File: config.mk
export PLATFORM = sky130hd
export DESIGN_NAME = rtcbc_top
export DESIGN_NICKNAME = d
export VERILOG_FILES = /design/src/rtcbc_pkg.sv /design/src/rtcbc_ram.sv /design/src/rtcbc_top.sv
export SDC_FILE = /design/constraint.sdc
export NUM_CORES = 1
export LEC_CHECK = 0
export BUFFER_PORTS_ARGS = -buffer_cell sky130_fd_sc_hd__buf_2
export CORE_ASPECT_RATIO = 0.75
export CORE_MARGIN = 2
export CORE_UTILIZATION = 50
export DETAILED_ROUTE_END_ITERATION = 10
export PLACE_DENSITY = 0.65
export SLEW_MARGIN = 5
export SYNTH_ARGS = -nofsm -noshare
export SYNTH_HDL_FRONTEND = slang
export SYNTH_SLANG_ARGS = --single-unit
File: constraint.sdc
create_clock -name CLK_IN -period 4.59 [get_ports CLK_IN]
set_clock_uncertainty 0.2 [all_clocks]
set_input_delay 0.2295 -clock CLK_IN [delete_from_list [all_inputs] [get_ports CLK_IN]]
set_output_delay 0.2295 -clock CLK_IN [all_outputs]
set_load 0.02 [all_outputs]
File: src/rtcbc_pkg.sv
// Constants, register layouts and state types shared by the clock front end and its RAM.
// Assumes a single 100 MHz clock; all pins arrive synchronous to it.
package rtcbc_pkg;

    localparam int unsigned RTCBC_CLK_HZ    = 100_000_000;
    localparam int unsigned RTCBC_OSC_HZ    = 32768;
    localparam int unsigned RTCBC_HALF_CYC  = RTCBC_CLK_HZ / (2 * RTCBC_OSC_HZ);
    localparam int unsigned RTCBC_REC_MS    = 200;
    localparam int unsigned RTCBC_REC_CYC   = (RTCBC_CLK_HZ / 1000) * RTCBC_REC_MS;
    localparam int unsigned RTCBC_RAM_BYTES = 114;
    localparam int unsigned RTCBC_CHAIN_W   = 16;

    localparam logic [7:0] RTCBC_ADDR_REGA  = 8'h0a;
    localparam logic [7:0] RTCBC_ADDR_REGB  = 8'h0b;
    localparam logic [7:0] RTCBC_ADDR_REGC  = 8'h0c;
    localparam logic [7:0] RTCBC_ADDR_EXT   = 8'h4b;
    localparam logic [7:0] RTCBC_RAM_BASE   = 8'h0e;
    localparam logic [7:0] RTCBC_RAM_LAST   = 8'h7f;

    localparam logic [7:0] RTCBC_REGA_MASK  = 8'h7f;
    localparam logic [7:0] RTCBC_REGB_MASK  = 8'h68;
    localparam logic [7:0] RTCBC_EXT_MASK   = 8'hcb;

    localparam logic [3:0] RTCBC_RATE_MIN   = 4'h1;
    localparam logic [3:0] RTCBC_RATE_MAX   = 4'hd;
    localparam logic [3:0] RTCBC_TAP_BASE   = 4'h2;

    typedef struct packed {
        logic       busy_flag;
        logic       dv_rst;
        logic       oscillator_enable_bit;
        logic       bank;
        logic [3:0] rate;
    } rtcbc_rega_t;

    typedef struct packed {
        logic       rsv7;
        logic       pie;
        logic       aie;
        logic       rsv4;
        logic       wave_out_enable;
        logic [2:0] rsv2_0;
    } rtcbc_regb_t;

    typedef struct packed {
        logic       irqf;
        logic       pf;
        logic       af;
        logic       kf;
        logic [3:0] rsv3_0;
    } rtcbc_regc_t;

    typedef struct packed {
        logic       aux_supply_enable;
        logic       fast_clock_out_enable;
        logic [1:0] rsv5_4;
        logic       wipe_en;
        logic       rsv2;
        logic       pwr_on;
        logic       kie;
    } rtcbc_ext_t;

    typedef struct packed {
        rtcbc_rega_t rega;
        rtcbc_regb_t regb;
        rtcbc_ext_t  ext;
        logic        pf;
        logic        af;
        logic        kf;
        logic [7:0]  addr;
        logic        ale;
        logic        key;
        logic        rd_c;
        logic        tap_prev;
        logic        acc;
        logic [31:0] rec_cnt;
        logic [15:0] div_cnt;
        logic [RTCBC_CHAIN_W-1:0] chain;
        logic [7:0]  ad_out;
        logic        ad_oe;
        logic        irq_oe;
        logic        pwr_oe;
        logic        wave;
        logic        drv_lo;
    } rtcbc_state_t;

    localparam rtcbc_state_t RTCBC_STATE_RST = '{
        rega    : '{oscillator_enable_bit: 1'b1, default: '0},
        ext     : '{fast_clock_out_enable: 1'b1, default: '0},
        default : '0
    };

    typedef struct packed {
        logic       busy;
        logic [6:0] ptr;
        logic [7:0] rdata;
    } rtcbc_ram_st_t;

endpackage

File: src/rtcbc_ram.sv
// User RAM with registered read data and a sweeping wipe.
// Assumes the caller keeps write addresses below the depth.
`timescale 1ns/1ns
module rtcbc_ram import rtcbc_pkg::*; #(
    parameter int unsigned DEPTH = RTCBC_RAM_BYTES
) (
    input  wire logic       clk_in,
    input  wire logic       rst_in,
    input  wire logic       we_in,
    input  wire logic [6:0] waddr_in,
    input  wire logic [7:0] wdata_in,
    input  wire logic [6:0] raddr_in,
    input  wire logic       wipe_in,
    output logic      [7:0] rdata_out,
    output logic            busy_out
);

    logic [7:0]    mem [DEPTH];
    rtcbc_ram_st_t s_q;
    rtcbc_ram_st_t s_d;
    logic          mem_we;
    logic [6:0]    mem_a;
    logic [7:0]    mem_d;

    ////////////////////////////////////////////////////////////////////////////////
    // A wipe runs the whole sweep once started, so a short pulse still clears every byte.
    always_comb begin
        s_d    = s_q;
        mem_we = we_in;
        mem_a  = waddr_in;
        mem_d  = wdata_in;
        if (wipe_in || s_q.busy) begin
            mem_we = 1'b1;
            mem_a  = s_q.ptr;
            mem_d  = '0;
            if (s_q.ptr == 7'(DEPTH - 1)) begin
                s_d.ptr  = '0;
                s_d.busy = 1'b0;
            end else begin
                s_d.ptr  = s_q.ptr + 7'h01;
                s_d.busy = 1'b1;
            end
        end
        s_d.rdata = (raddr_in < 7'(DEPTH)) ? mem[raddr_in] : '0;
    end

    always_ff @(posedge clk_in or posedge rst_in) begin
        if (rst_in) begin
            s_q <= '0;
        end else begin
            s_q <= s_d;
        end
    end

    always_ff @(posedge clk_in) begin
        if (mem_we) begin
            mem[mem_a] <= mem_d;
        end
    end

    assign rdata_out = s_q.rdata;
    assign busy_out  = s_q.busy;

endmodule

File: src/rtcbc_top.sv
// Pin-level front end of a battery-backed clock: multiplexed bus, wave, interrupt, power pins.
// Assumes all pins are synchronous to CLK_IN and supply sensing arrives as clean levels.
`timescale 1ns/1ns
module rtcbc_top import rtcbc_pkg::*; #(
    parameter int unsigned REC_CYCLES = RTCBC_REC_CYC
) (
    input  wire logic       CLK_IN,
    input  wire logic       RESET_IN,
    input  wire logic       MAIN_POWER_OK_IN,
    input  wire logic       AUX_BATTERY_SUPPLY_IN,
    input  wire logic [7:0] SHARED_BUS_LINES_IN,
    output logic      [7:0] SHARED_BUS_LINES_OUT,
    output logic            SHARED_BUS_LINES_OE_OUT,
    input  wire logic       ALE_IN,
    input  wire logic       CS_N_IN,
    input  wire logic       RD_N_IN,
    input  wire logic       WR_N_IN,
    input  wire logic       KEY_WAKE_INPUT_N_IN,
    input  wire logic       USER_RAM_WIPE_N_IN,
    input  wire logic       ALARM_WAKE_IN,
    output logic            SQUARE_WAVE_OUT,
    output logic            IRQ_N_OUT,
    output logic            IRQ_OE_OUT,
    output logic            SYSTEM_POWER_ON_N_OUT,
    output logic            SYSTEM_POWER_ON_OE_OUT
);

    rtcbc_state_t s_q;
    rtcbc_state_t s_d;
    rtcbc_regc_t  regc;
    logic         pwr_ok;
    logic         tick;
    logic         rate_ok;
    logic [3:0]   tap_idx;
    logic         tap_lvl;
    logic         sel;
    logic         wr_ok;
    logic         rd_ok;
    logic         is_ext;
    logic         in_ram;
    logic         ram_we;
    logic         c_clr;
    logic         key_fall;
    logic         irq_any;
    logic [7:0]   ram_rdata;
    logic         ram_busy;
    logic [6:0]   ram_idx;

    ////////////////////////////////////////////////////////////////////////////////
    // Divider chain, bus decode and event flags.
    always_comb begin
        s_d    = s_q;
        pwr_ok = MAIN_POWER_OK_IN;

        if (!pwr_ok) begin
            s_d.rec_cnt = '0;
            s_d.acc     = 1'b0;
        end else begin
            if (s_q.rec_cnt != 32'(REC_CYCLES)) begin
                s_d.rec_cnt = s_q.rec_cnt + 32'h1;
            end
            // Once open the bus stays open until main power fails, so a divider reset by software cannot lock it out.
            if (s_q.rec_cnt == 32'(REC_CYCLES) && s_q.rega.oscillator_enable_bit
                && !s_q.rega.dv_rst) begin
                s_d.acc = 1'b1;
            end
        end

        tick = (s_q.div_cnt == 16'(RTCBC_HALF_CYC - 1));
        s_d.div_cnt = tick ? '0 : s_q.div_cnt + 16'h1;
        if (s_q.rega.dv_rst) begin
            s_d.chain = '0;
        end else if (tick && s_q.rega.oscillator_enable_bit) begin
            s_d.chain = s_q.chain + 16'h1;
        end
        rate_ok = (s_q.rega.rate >= RTCBC_RATE_MIN) && (s_q.rega.rate <= RTCBC_RATE_MAX);
        tap_idx = s_q.rega.rate + RTCBC_TAP_BASE;
        tap_lvl = rate_ok && s_q.chain[tap_idx];
        s_d.tap_prev = tap_lvl;

        s_d.ale = ALE_IN;
        if (pwr_ok && s_q.ale && !ALE_IN) begin
            s_d.addr = SHARED_BUS_LINES_IN;
        end
        sel    = s_q.acc && pwr_ok && !CS_N_IN;
        wr_ok  = sel && !WR_N_IN;
        rd_ok  = sel && !RD_N_IN;
        is_ext = s_q.rega.bank && (s_q.addr == RTCBC_ADDR_EXT);
        in_ram = (s_q.addr >= RTCBC_RAM_BASE) && (s_q.addr <= RTCBC_RAM_LAST) && !is_ext;
        ram_idx = 7'(s_q.addr - RTCBC_RAM_BASE);
        ram_we  = wr_ok && in_ram && !ram_busy;

        // The last cycle of the store strobe leaves the final bus value in place.
        if (wr_ok) begin
            if (is_ext) begin
                s_d.ext = rtcbc_ext_t'(SHARED_BUS_LINES_IN & RTCBC_EXT_MASK);
            end else if (s_q.addr == RTCBC_ADDR_REGA) begin
                s_d.rega = rtcbc_rega_t'(SHARED_BUS_LINES_IN & RTCBC_REGA_MASK);
            end else if (s_q.addr == RTCBC_ADDR_REGB) begin
                s_d.regb = rtcbc_regb_t'(SHARED_BUS_LINES_IN & RTCBC_REGB_MASK);
            end
        end

        s_d.rd_c = rd_ok && (s_q.addr == RTCBC_ADDR_REGC);
        c_clr    = s_q.rd_c && !rd_ok;
        key_fall = s_q.key && !KEY_WAKE_INPUT_N_IN;
        s_d.key  = KEY_WAKE_INPUT_N_IN;

        // A flag set in the cycle of its clear survives the clear.
        s_d.pf = (tap_lvl && !s_q.tap_prev) || (s_q.pf && !c_clr);
        s_d.af = ALARM_WAKE_IN || (s_q.af && !c_clr);
        s_d.kf = (pwr_ok && key_fall) || (s_q.kf && !c_clr);

        if (!pwr_ok && ((key_fall && AUX_BATTERY_SUPPLY_IN && s_q.ext.aux_supply_enable)
            || (s_q.af && s_q.regb.aie))) begin
            s_d.ext.pwr_on = 1'b1;
        end

        irq_any = (s_q.pf && s_q.regb.pie) || (s_q.af && s_q.regb.aie)
                  || (s_q.kf && s_q.ext.kie);
        regc = '{irqf: irq_any, pf: s_q.pf, af: s_q.af, kf: s_q.kf, rsv3_0: '0};

        s_d.irq_oe = pwr_ok && irq_any;
        s_d.pwr_oe = s_q.ext.pwr_on;
        s_d.ad_oe  = rd_ok;
        if (is_ext) begin
            s_d.ad_out = s_q.ext;
        end else if (s_q.addr == RTCBC_ADDR_REGA) begin
            s_d.ad_out = s_q.rega;
        end else if (s_q.addr == RTCBC_ADDR_REGB) begin
            s_d.ad_out = s_q.regb;
        end else if (s_q.addr == RTCBC_ADDR_REGC) begin
            s_d.ad_out = regc;
        end else if (in_ram) begin
            s_d.ad_out = ram_rdata;
        end else begin
            s_d.ad_out = '0;
        end

        if (!s_q.rega.oscillator_enable_bit) begin
            s_d.wave = 1'b0;
        end else if (pwr_ok) begin
            if (s_q.ext.fast_clock_out_enable) begin
                s_d.wave = s_q.chain[0];
            end else begin
                s_d.wave = s_q.regb.wave_out_enable && tap_lvl;
            end
        end else begin
            // Below the fail point only the auxiliary cell can keep the fast wave alive.
            s_d.wave = s_q.ext.fast_clock_out_enable && s_q.ext.aux_supply_enable
                       && AUX_BATTERY_SUPPLY_IN && s_q.chain[0];
        end
        s_d.drv_lo = 1'b0;
    end

    always_ff @(posedge CLK_IN or posedge RESET_IN) begin
        if (RESET_IN) begin
            s_q <= RTCBC_STATE_RST;
        end else begin
            s_q <= s_d;
        end
    end

    rtcbc_ram #(
        .DEPTH (RTCBC_RAM_BYTES)
    ) u_ram (
        .clk_in    (CLK_IN),
        .rst_in    (RESET_IN),
        .we_in     (ram_we),
        .waddr_in  (ram_idx),
        .wdata_in  (SHARED_BUS_LINES_IN),
        .raddr_in  (ram_idx),
        .wipe_in   (!USER_RAM_WIPE_N_IN && s_q.ext.wipe_en),
        .rdata_out (ram_rdata),
        .busy_out  (ram_busy)
    );

    assign SHARED_BUS_LINES_OUT    = s_q.ad_out;
    assign SHARED_BUS_LINES_OE_OUT = s_q.ad_oe;
    assign SQUARE_WAVE_OUT         = s_q.wave;
    assign IRQ_N_OUT               = s_q.drv_lo;
    assign IRQ_OE_OUT              = s_q.irq_oe;
    assign SYSTEM_POWER_ON_N_OUT   = s_q.drv_lo;
    assign SYSTEM_POWER_ON_OE_OUT  = s_q.pwr_oe;
endmodule

Word-level counts from Yosys, hierarchy flattened --
Memories as Yosys holds them, arrays and structs flattened. Index checks and enable logic that the tools add are counted.
Word-level totals: output and inout port bits 14, memory bits (writable) 912, logic and storage cells 146, memories 1, register bits 123, input port bits 19
Operators by class: reductions and logical operators 63, bitwise logic cells 2, equal/unequal tests 10, add/sub/neg operators 6, order comparisons 6, multiplexer cells 26
Memories:
- u_ram.mem | words 114, width 8, read ports 1, clocked after memory_dff 0, wr ports 1, RTL line rtcbc_ram.sv:18 | logic [7:0] mem [DEPTH];
Operators by type and width (number):
- 8-bit 2-to-1 mux | 8
- 16-bit 2-to-1 mux | 3
- 1-bit logical AND | 36
- 33-bit 2-to-1 mux | 1
- 16-bit by 1-bit adder with 16-bit output (second input constant) | 2
- 32-bit by 1-bit adder with 32-bit output (second input constant) | 1
- 32-bit by 25-bit == test with 1-bit output (second input constant) | 1
- 32-bit 2-to-1 mux | 1
- 32-bit by 25-bit inequality test with 1-bit output (second input constant) | 1
- 8-bit by 4-bit == test with 1-bit output (second input constant) | 3
- 16-bit by 11-bit == test with 1-bit output (second input constant) | 1
- 1-bit logical NOT | 13
- 1-bit 2-to-1 mux | 9
- 8-bit by 7-bit == test with 1-bit output (second input constant) | 1
- 8-bit by 4-bit greater-or-equal comparator with 1-bit output (second input constant) | 1
- 8-bit by 7-bit less-or-equal comparator with 1-bit output (second input constant) | 1
- 7-bit by 1-bit adder with 7-bit output (second input constant) | 1
- 7-bit == test (second input constant) | 1
- 1-bit logical OR | 7
- 7-bit less-than comparator (second input constant) | 1
- 7-bit 2-to-1 mux | 1
- 7-bit by 4-bit subtractor with 7-bit output (second input constant) | 1
- 2-bit nonzero test | 3
- 4-bit by 5-bit less-than comparator with 1-bit output (second input constant) | 1
- other kinds (10) | 14

Longest topological paths before layout --
depth in word-level cells 9, depth in mapped cells 12, gate-level depth less buffers 8

Hierarchy --
A second synthesis with hierarchy kept.
Unflattened totals: cells, all modules 2315, area total of the unflattened synthesis 41941.5 µm²
Modules (own cells, without submodules):
- rtcbc_ram | instances 1, cells each 1797, area each 36531.3 µm², sequential area each 27786.6 µm²
- rtcbc_top | instances 1, cells each 518, area each 5410.2 µm², sequential area each 2680.1 µm²

Least setup slack after synthesis --
OpenSTA, ideal clock, no wires.
path kind register to register, start register s_q[96] (netlist bit), end memory u_ram.mem[0][0], data pin, arrival time 2.842 ns, path buffers 3, cell stages (with the launch flop) 6, clock period less this slack 3.540 ns, setup time 0.498 ns, slack 1.050 ns, required time 3.892 ns, cell sequence dfrtp_1 a21oi_1 clkbuf_1 buf_1 clkbuf_1 and2_1
On the way: longest elaborated chain between the ends 3
Ends and longest elaborated chain:
- start: declaration | RTL line rtcbc_top.sv:28 | rtcbc_state_t s_q;
- start signal: assignment | RTL line rtcbc_top.sv:158 | s_q <= RTCBC_STATE_RST;
- start signal: assignment | RTL line rtcbc_top.sv:160 | s_q <= s_d;
- 1-bit logical AND | RTL line rtcbc_top.sv:173 | .wipe_in (!USER_RAM_WIPE_N_IN && s_q.ext.wipe_en),
- 1-bit logical OR | RTL line rtcbc_ram.sv:32 | if (wipe_in || s_q.busy) begin
- 8-bit 2-to-1 mux | RTL line rtcbc_ram.sv:32
- named net u_ram.mem_d[0] | RTL line rtcbc_ram.sv:23 | logic [7:0] mem_d;
- end: declaration | RTL line rtcbc_ram.sv:18
The timed path passes the listed nets, and every way through them passes these cells.

Final worst setup path --
start register s_q[85] (netlist bit), end memory u_ram.mem[19][4] (enable)
On the way: longest elaborated chain between the ends 9, elaborated cells between the ends (all ways) 14, those cells by class add/sub (1); order compare (2); eq/ne (1); mux (4); reduce/logical (6)
Ends and longest elaborated chain:
- parallel branches: the longest is 9 deep, another holds 8-bit by 4-bit greater-or-equal comparator with 1-bit output
Several ways; the timed one is not identified.

==> results.toml <==
[detailed_routing]
initialDrtViolationCount = 2934
routedWlPerCell_um = 28.6
drt-pass1-iter-count = 6
detail-route-antenna-nets = 0
drc = 0
postRouteWirelength_um = 104000
vias = 22800
routed_via_density = 6.23

[timing]
hold_viol_final = 0
tns_ns = 0
finalSetupViolCount = 0
period_minus_slack_ns = 3.84
slew_violations = 0
worst_slew_pin_slew_ns = 1.23
final.setup.worst_slack_ns = 0.747
min_period_over_period = 0.837
rsz0062_at_grt = "false"
fmaxAchievable_mhz = 260
worst_slew_margin_rel = 0.183

[logic_synthesis]
synthDominantAreaCellType = "sky130_fd_sc_hd__edfxtp_1"
postSynthRegisterBits = 1035
synth_largest_type_area_fraction = 0.653
syn-instance-count = 2306
syn_area_um2 = 41900
syn_area_per_cell_um2 = 18.2
synth-edff-count = 912
synth.yosys.seq_area_share = 0.727
synth_ff_type = "sky130_fd_sc_hd__edfxtp_1"
ys_async_sr_fraction = 0.119
ys_types = 72
ys_top_cells_by_area = "sky130_fd_sc_hd__edfxtp_1 (65%), sky130_fd_sc_hd__mux4_2 (11%), sky130_fd_sc_hd__dfrtp_1 (7.2%)"
synth_common_cells = "sky130_fd_sc_hd__edfxtp_1 (912), sky130_fd_sc_hd__mux4_2 (212), sky130_fd_sc_hd__nor2_1 (172)"
post-synth-top-count-cell = "sky130_fd_sc_hd__edfxtp_1"
ys_warn_count = 0

[worst_setup_path]
crit_end = "u_ram.mem[19][4]$_DFFE_PP_"
setup.worst_path.end_class = "flop"
r2r_setup_slack_ns = 0.75
timing.setup.critical_path_class = "flop to flop"
reg2reg_to = "u_ram.mem[19][4]$_DFFE_PP_"
critical_path_peak_fanout = 17
critical_path_origin = "s_q[85]$_DFFE_PP0P_"
required_time_of_the_worst_setup_path_ns = 4.69
worst_r2r_path_depth = 6
cp_data_arrival_time_ns = 3.94
timing.critical_path.from_type = "flop"
r2r_start = "s_q[85]$_DFFE_PP0P_"

[hold_path]
min-delay-start = "WR_N_IN"
hold_path_class = "primary input to flop"

[placed_design]
place_ws_ns = 0.858
dp.final_hpwl_um = 65600
port-buffer-count = 30
place_congestion = 0.913

[die]
initial_core_util = 0.507
die_h_um = 255
io_pins = 33
overall_die_area_um2 = 86200
die_w_um = 338
num_rows = 91
total_core_area_um2 = 82700

[final_layout]
final.fill_count = 6201
drive_above_1_share = 0.221
num-nets-final = 2484
syn2layout_area_growth_pct = 12.5

[cts]
ctsHtreeMaxLevel = 3
cts.root.buffer_cell = "sky130_fd_sc_hd__clkbuf_16"
cts_buffer_depth = 3
clock_latency_of_the_later_clocked_register_in_the_worst_skew_pair_ns = 0.67
clock_sinks = 1035
register_clock_pin_slew_on_the_reported_worst_setup_and_hold_paths_ns = 0.06
cts-resized-gates = 0
clock_tree_from_tritoncts = "yes"
clock_buffers_created_by_tritoncts = 96

[grt]
grt.overflow.total = 0
antenna_found_initial = 3
first_global_vias = 22100
grt_max_degree = 115
grt_pass1_wl_um = 153000
grtUsageTotal = 0.245

[pwr]
cellLeakagePower_nw = 15.7
power.density_nw_per_um2 = 478
ir_worst_vdd_v = 0.000383

[run_status]
outcome = "finished, final reports clean"

[flow_run]
cap_viol_max_count = 0
-- worst min-delay path by stage --
stage,endpoint,depth (start not counted)
floorplan,s_q[80]$_DFF_PP0_,0
global placement,s_q[81]$_DFF_PP0_,1
detailed placement,s_q[81]$_DFF_PP0_,1
CTS,s_q[107]$_DFFE_PP0P_,5
global route,s_q[81]$_DFF_PP0_,2
finish,s_q[107]$_DFFE_PP0P_,5
-- where the power goes --
part,internal (mW),total (mW),switching [mW]
Clock,4.49,7.92,3.43
Sequential,10.3,10.4,0.118
Combinational,1.59,4.16,2.57
-- state kept, by name (all words and copies together), names as in the netlist --
register / count
u_ram.busy_out: 1
s_d: 1
u_ram.s_q: 7
regc: 3
u_ram.mem: 912
s_q: 91
SHARED_BUS_LINES_OUT: 8
IRQ_OE_OUT: 1
u_ram.rdata_out: 8
SHARED_BUS_LINES_OE_OUT: 1
SYSTEM_POWER_ON_OE_OUT: 1
SQUARE_WAVE_OUT: 1
-- per-stage QoR --
| step | area (µm²) | std cells | hold slack, ns | total power [mW] | util |
|---|---|---|---|---|---|
| after detailed placement | 43900 | 3453 | 0.162 | 14.7 | 0.530 |
| after global routing | 47200 | 3649 | 0.0370 | 23.2 | 0.570 |
| final | 47200 | 3650 | 0.0491 | 22.5 | 0.570 |
| after global placement | 43900 | 3453 | 0.152 | 14.7 | 0.530 |
| after CTS | 47200 | 3648 | 0.0163 | 22.6 | 0.570 |
| after floorplan | 41900 | 2307 | 0.0609 | 13.3 | - |
-- critical path, cell delays in order (launching register included) --
cell and delay (ns):
sky130_fd_sc_hd__dfrtp_1 0.36, sky130_fd_sc_hd__buf_4 0.25, sky130_fd_sc_hd__nand3_1 0.29, sky130_fd_sc_hd__xnor2_2 0.23, sky130_fd_sc_hd__o31ai_1 0.83, sky130_fd_sc_hd__nand2_1 0.56
sky130_fd_sc_hd__nor2_1 0.73
-- routing by layer --
| metal | vias up | wire length (µm) | GRT usage | part of all wire |
|---|---|---|---|---|
| met1 | 11900 | 45400 | 0.378 | 0.44 |
| met3 | 155 | 11800 | 0.0690 | 0.11 |
| met2 | 1213 | 44600 | 0.342 | 0.43 |
| met4 | 0 | 2500 | 0.0658 | 0.024 |
| li1 | 9518 | - | - | - |
| met5 | - | 0 | 0 | 0 |
-- area by class of cell --
type	count	area, µm²	share of cell area
Clock buffer	132	2650	0.0562
Multi-Input combinational cell	1128	10700	0.227
Timing Repair Buffer	178	1410	0.0300
Antenna cell	2	5.00	0.000106
Clock inverter	42	440	0.00934
Inverter	17	66.3	0.00141
Sequential cell	1035	30500	0.646
Tap cell	1116	1400	0.0296
-- layout by cell type (no fill, tap or decap), types with 10 or more instances in the layout --
cell type                       Yosys  final
sky130_fd_sc_hd__dfrtp_1          121    119
sky130_fd_sc_hd__clkinv_1           0     12
sky130_fd_sc_hd__nor2b_1           19     19
sky130_fd_sc_hd__dlygate4sd3_1      0     21
sky130_fd_sc_hd__clkbuf_16          0     99
sky130_fd_sc_hd__xor2_1            20     19
sky130_fd_sc_hd__nor2_1           172    172
sky130_fd_sc_hd__nand3_1           51     51
sky130_fd_sc_hd__nor3_1            15     15
sky130_fd_sc_hd__o31ai_1           10     10
sky130_fd_sc_hd__xnor2_1           49     46
sky130_fd_sc_hd__and2_1            41     33
sky130_fd_sc_hd__buf_4             28    119
sky130_fd_sc_hd__clkinv_2           0     12
sky130_fd_sc_hd__edfxtp_1         912    912
sky130_fd_sc_hd__a211oi_1          14     14
sky130_fd_sc_hd__a21oi_1           22     21
sky130_fd_sc_hd__and3_1            16     16
sky130_fd_sc_hd__o21ai_0           37     37
sky130_fd_sc_hd__inv_1             17     16
sky130_fd_sc_hd__mux2_2            28     28
sky130_fd_sc_hd__o22ai_1           36     36
sky130_fd_sc_hd__nand2_1          113    113
sky130_fd_sc_hd__a22oi_1           13     13
sky130_fd_sc_hd__nand4_1           24     24
sky130_fd_sc_hd__mux4_2           212    212
sky130_fd_sc_hd__buf_2             51     30
sky130_fd_sc_hd__mux2i_1           88     88
sky130_fd_sc_hd__clkbuf_1          29     27
-- repair_timing --
| action | CTS | global route |
|---|---|---|
| hold buffers | 21 | 0 |
| setup buffers | 0 | 0 |
| endpoints found under the hold margin | 133 | 0 |
-- cells by family (layout without fill, tap and decap cells) --
| family | Yosys count | count (layout) | share of synthesized area |
|---|---|---|---|
| AO/OA/AOI/OAI | 208 | 208 | 0.0343 |
| buffers and inverters | 144 | 369 | 0.0198 |
| AND/OR/NAND/NOR | 512 | 512 | 0.0595 |
| adder cells (fa/ha/maj) | 9 | 9 | 0.00269 |
| other | 1 | 4 | 0.0000895 |
| multiplexers | 328 | 328 | 0.142 |
| flip-flops | 1035 | 1035 | 0.727 |
| XOR/XNOR | 69 | 69 | 0.0144 |
(Power assumes the default switching activity.)
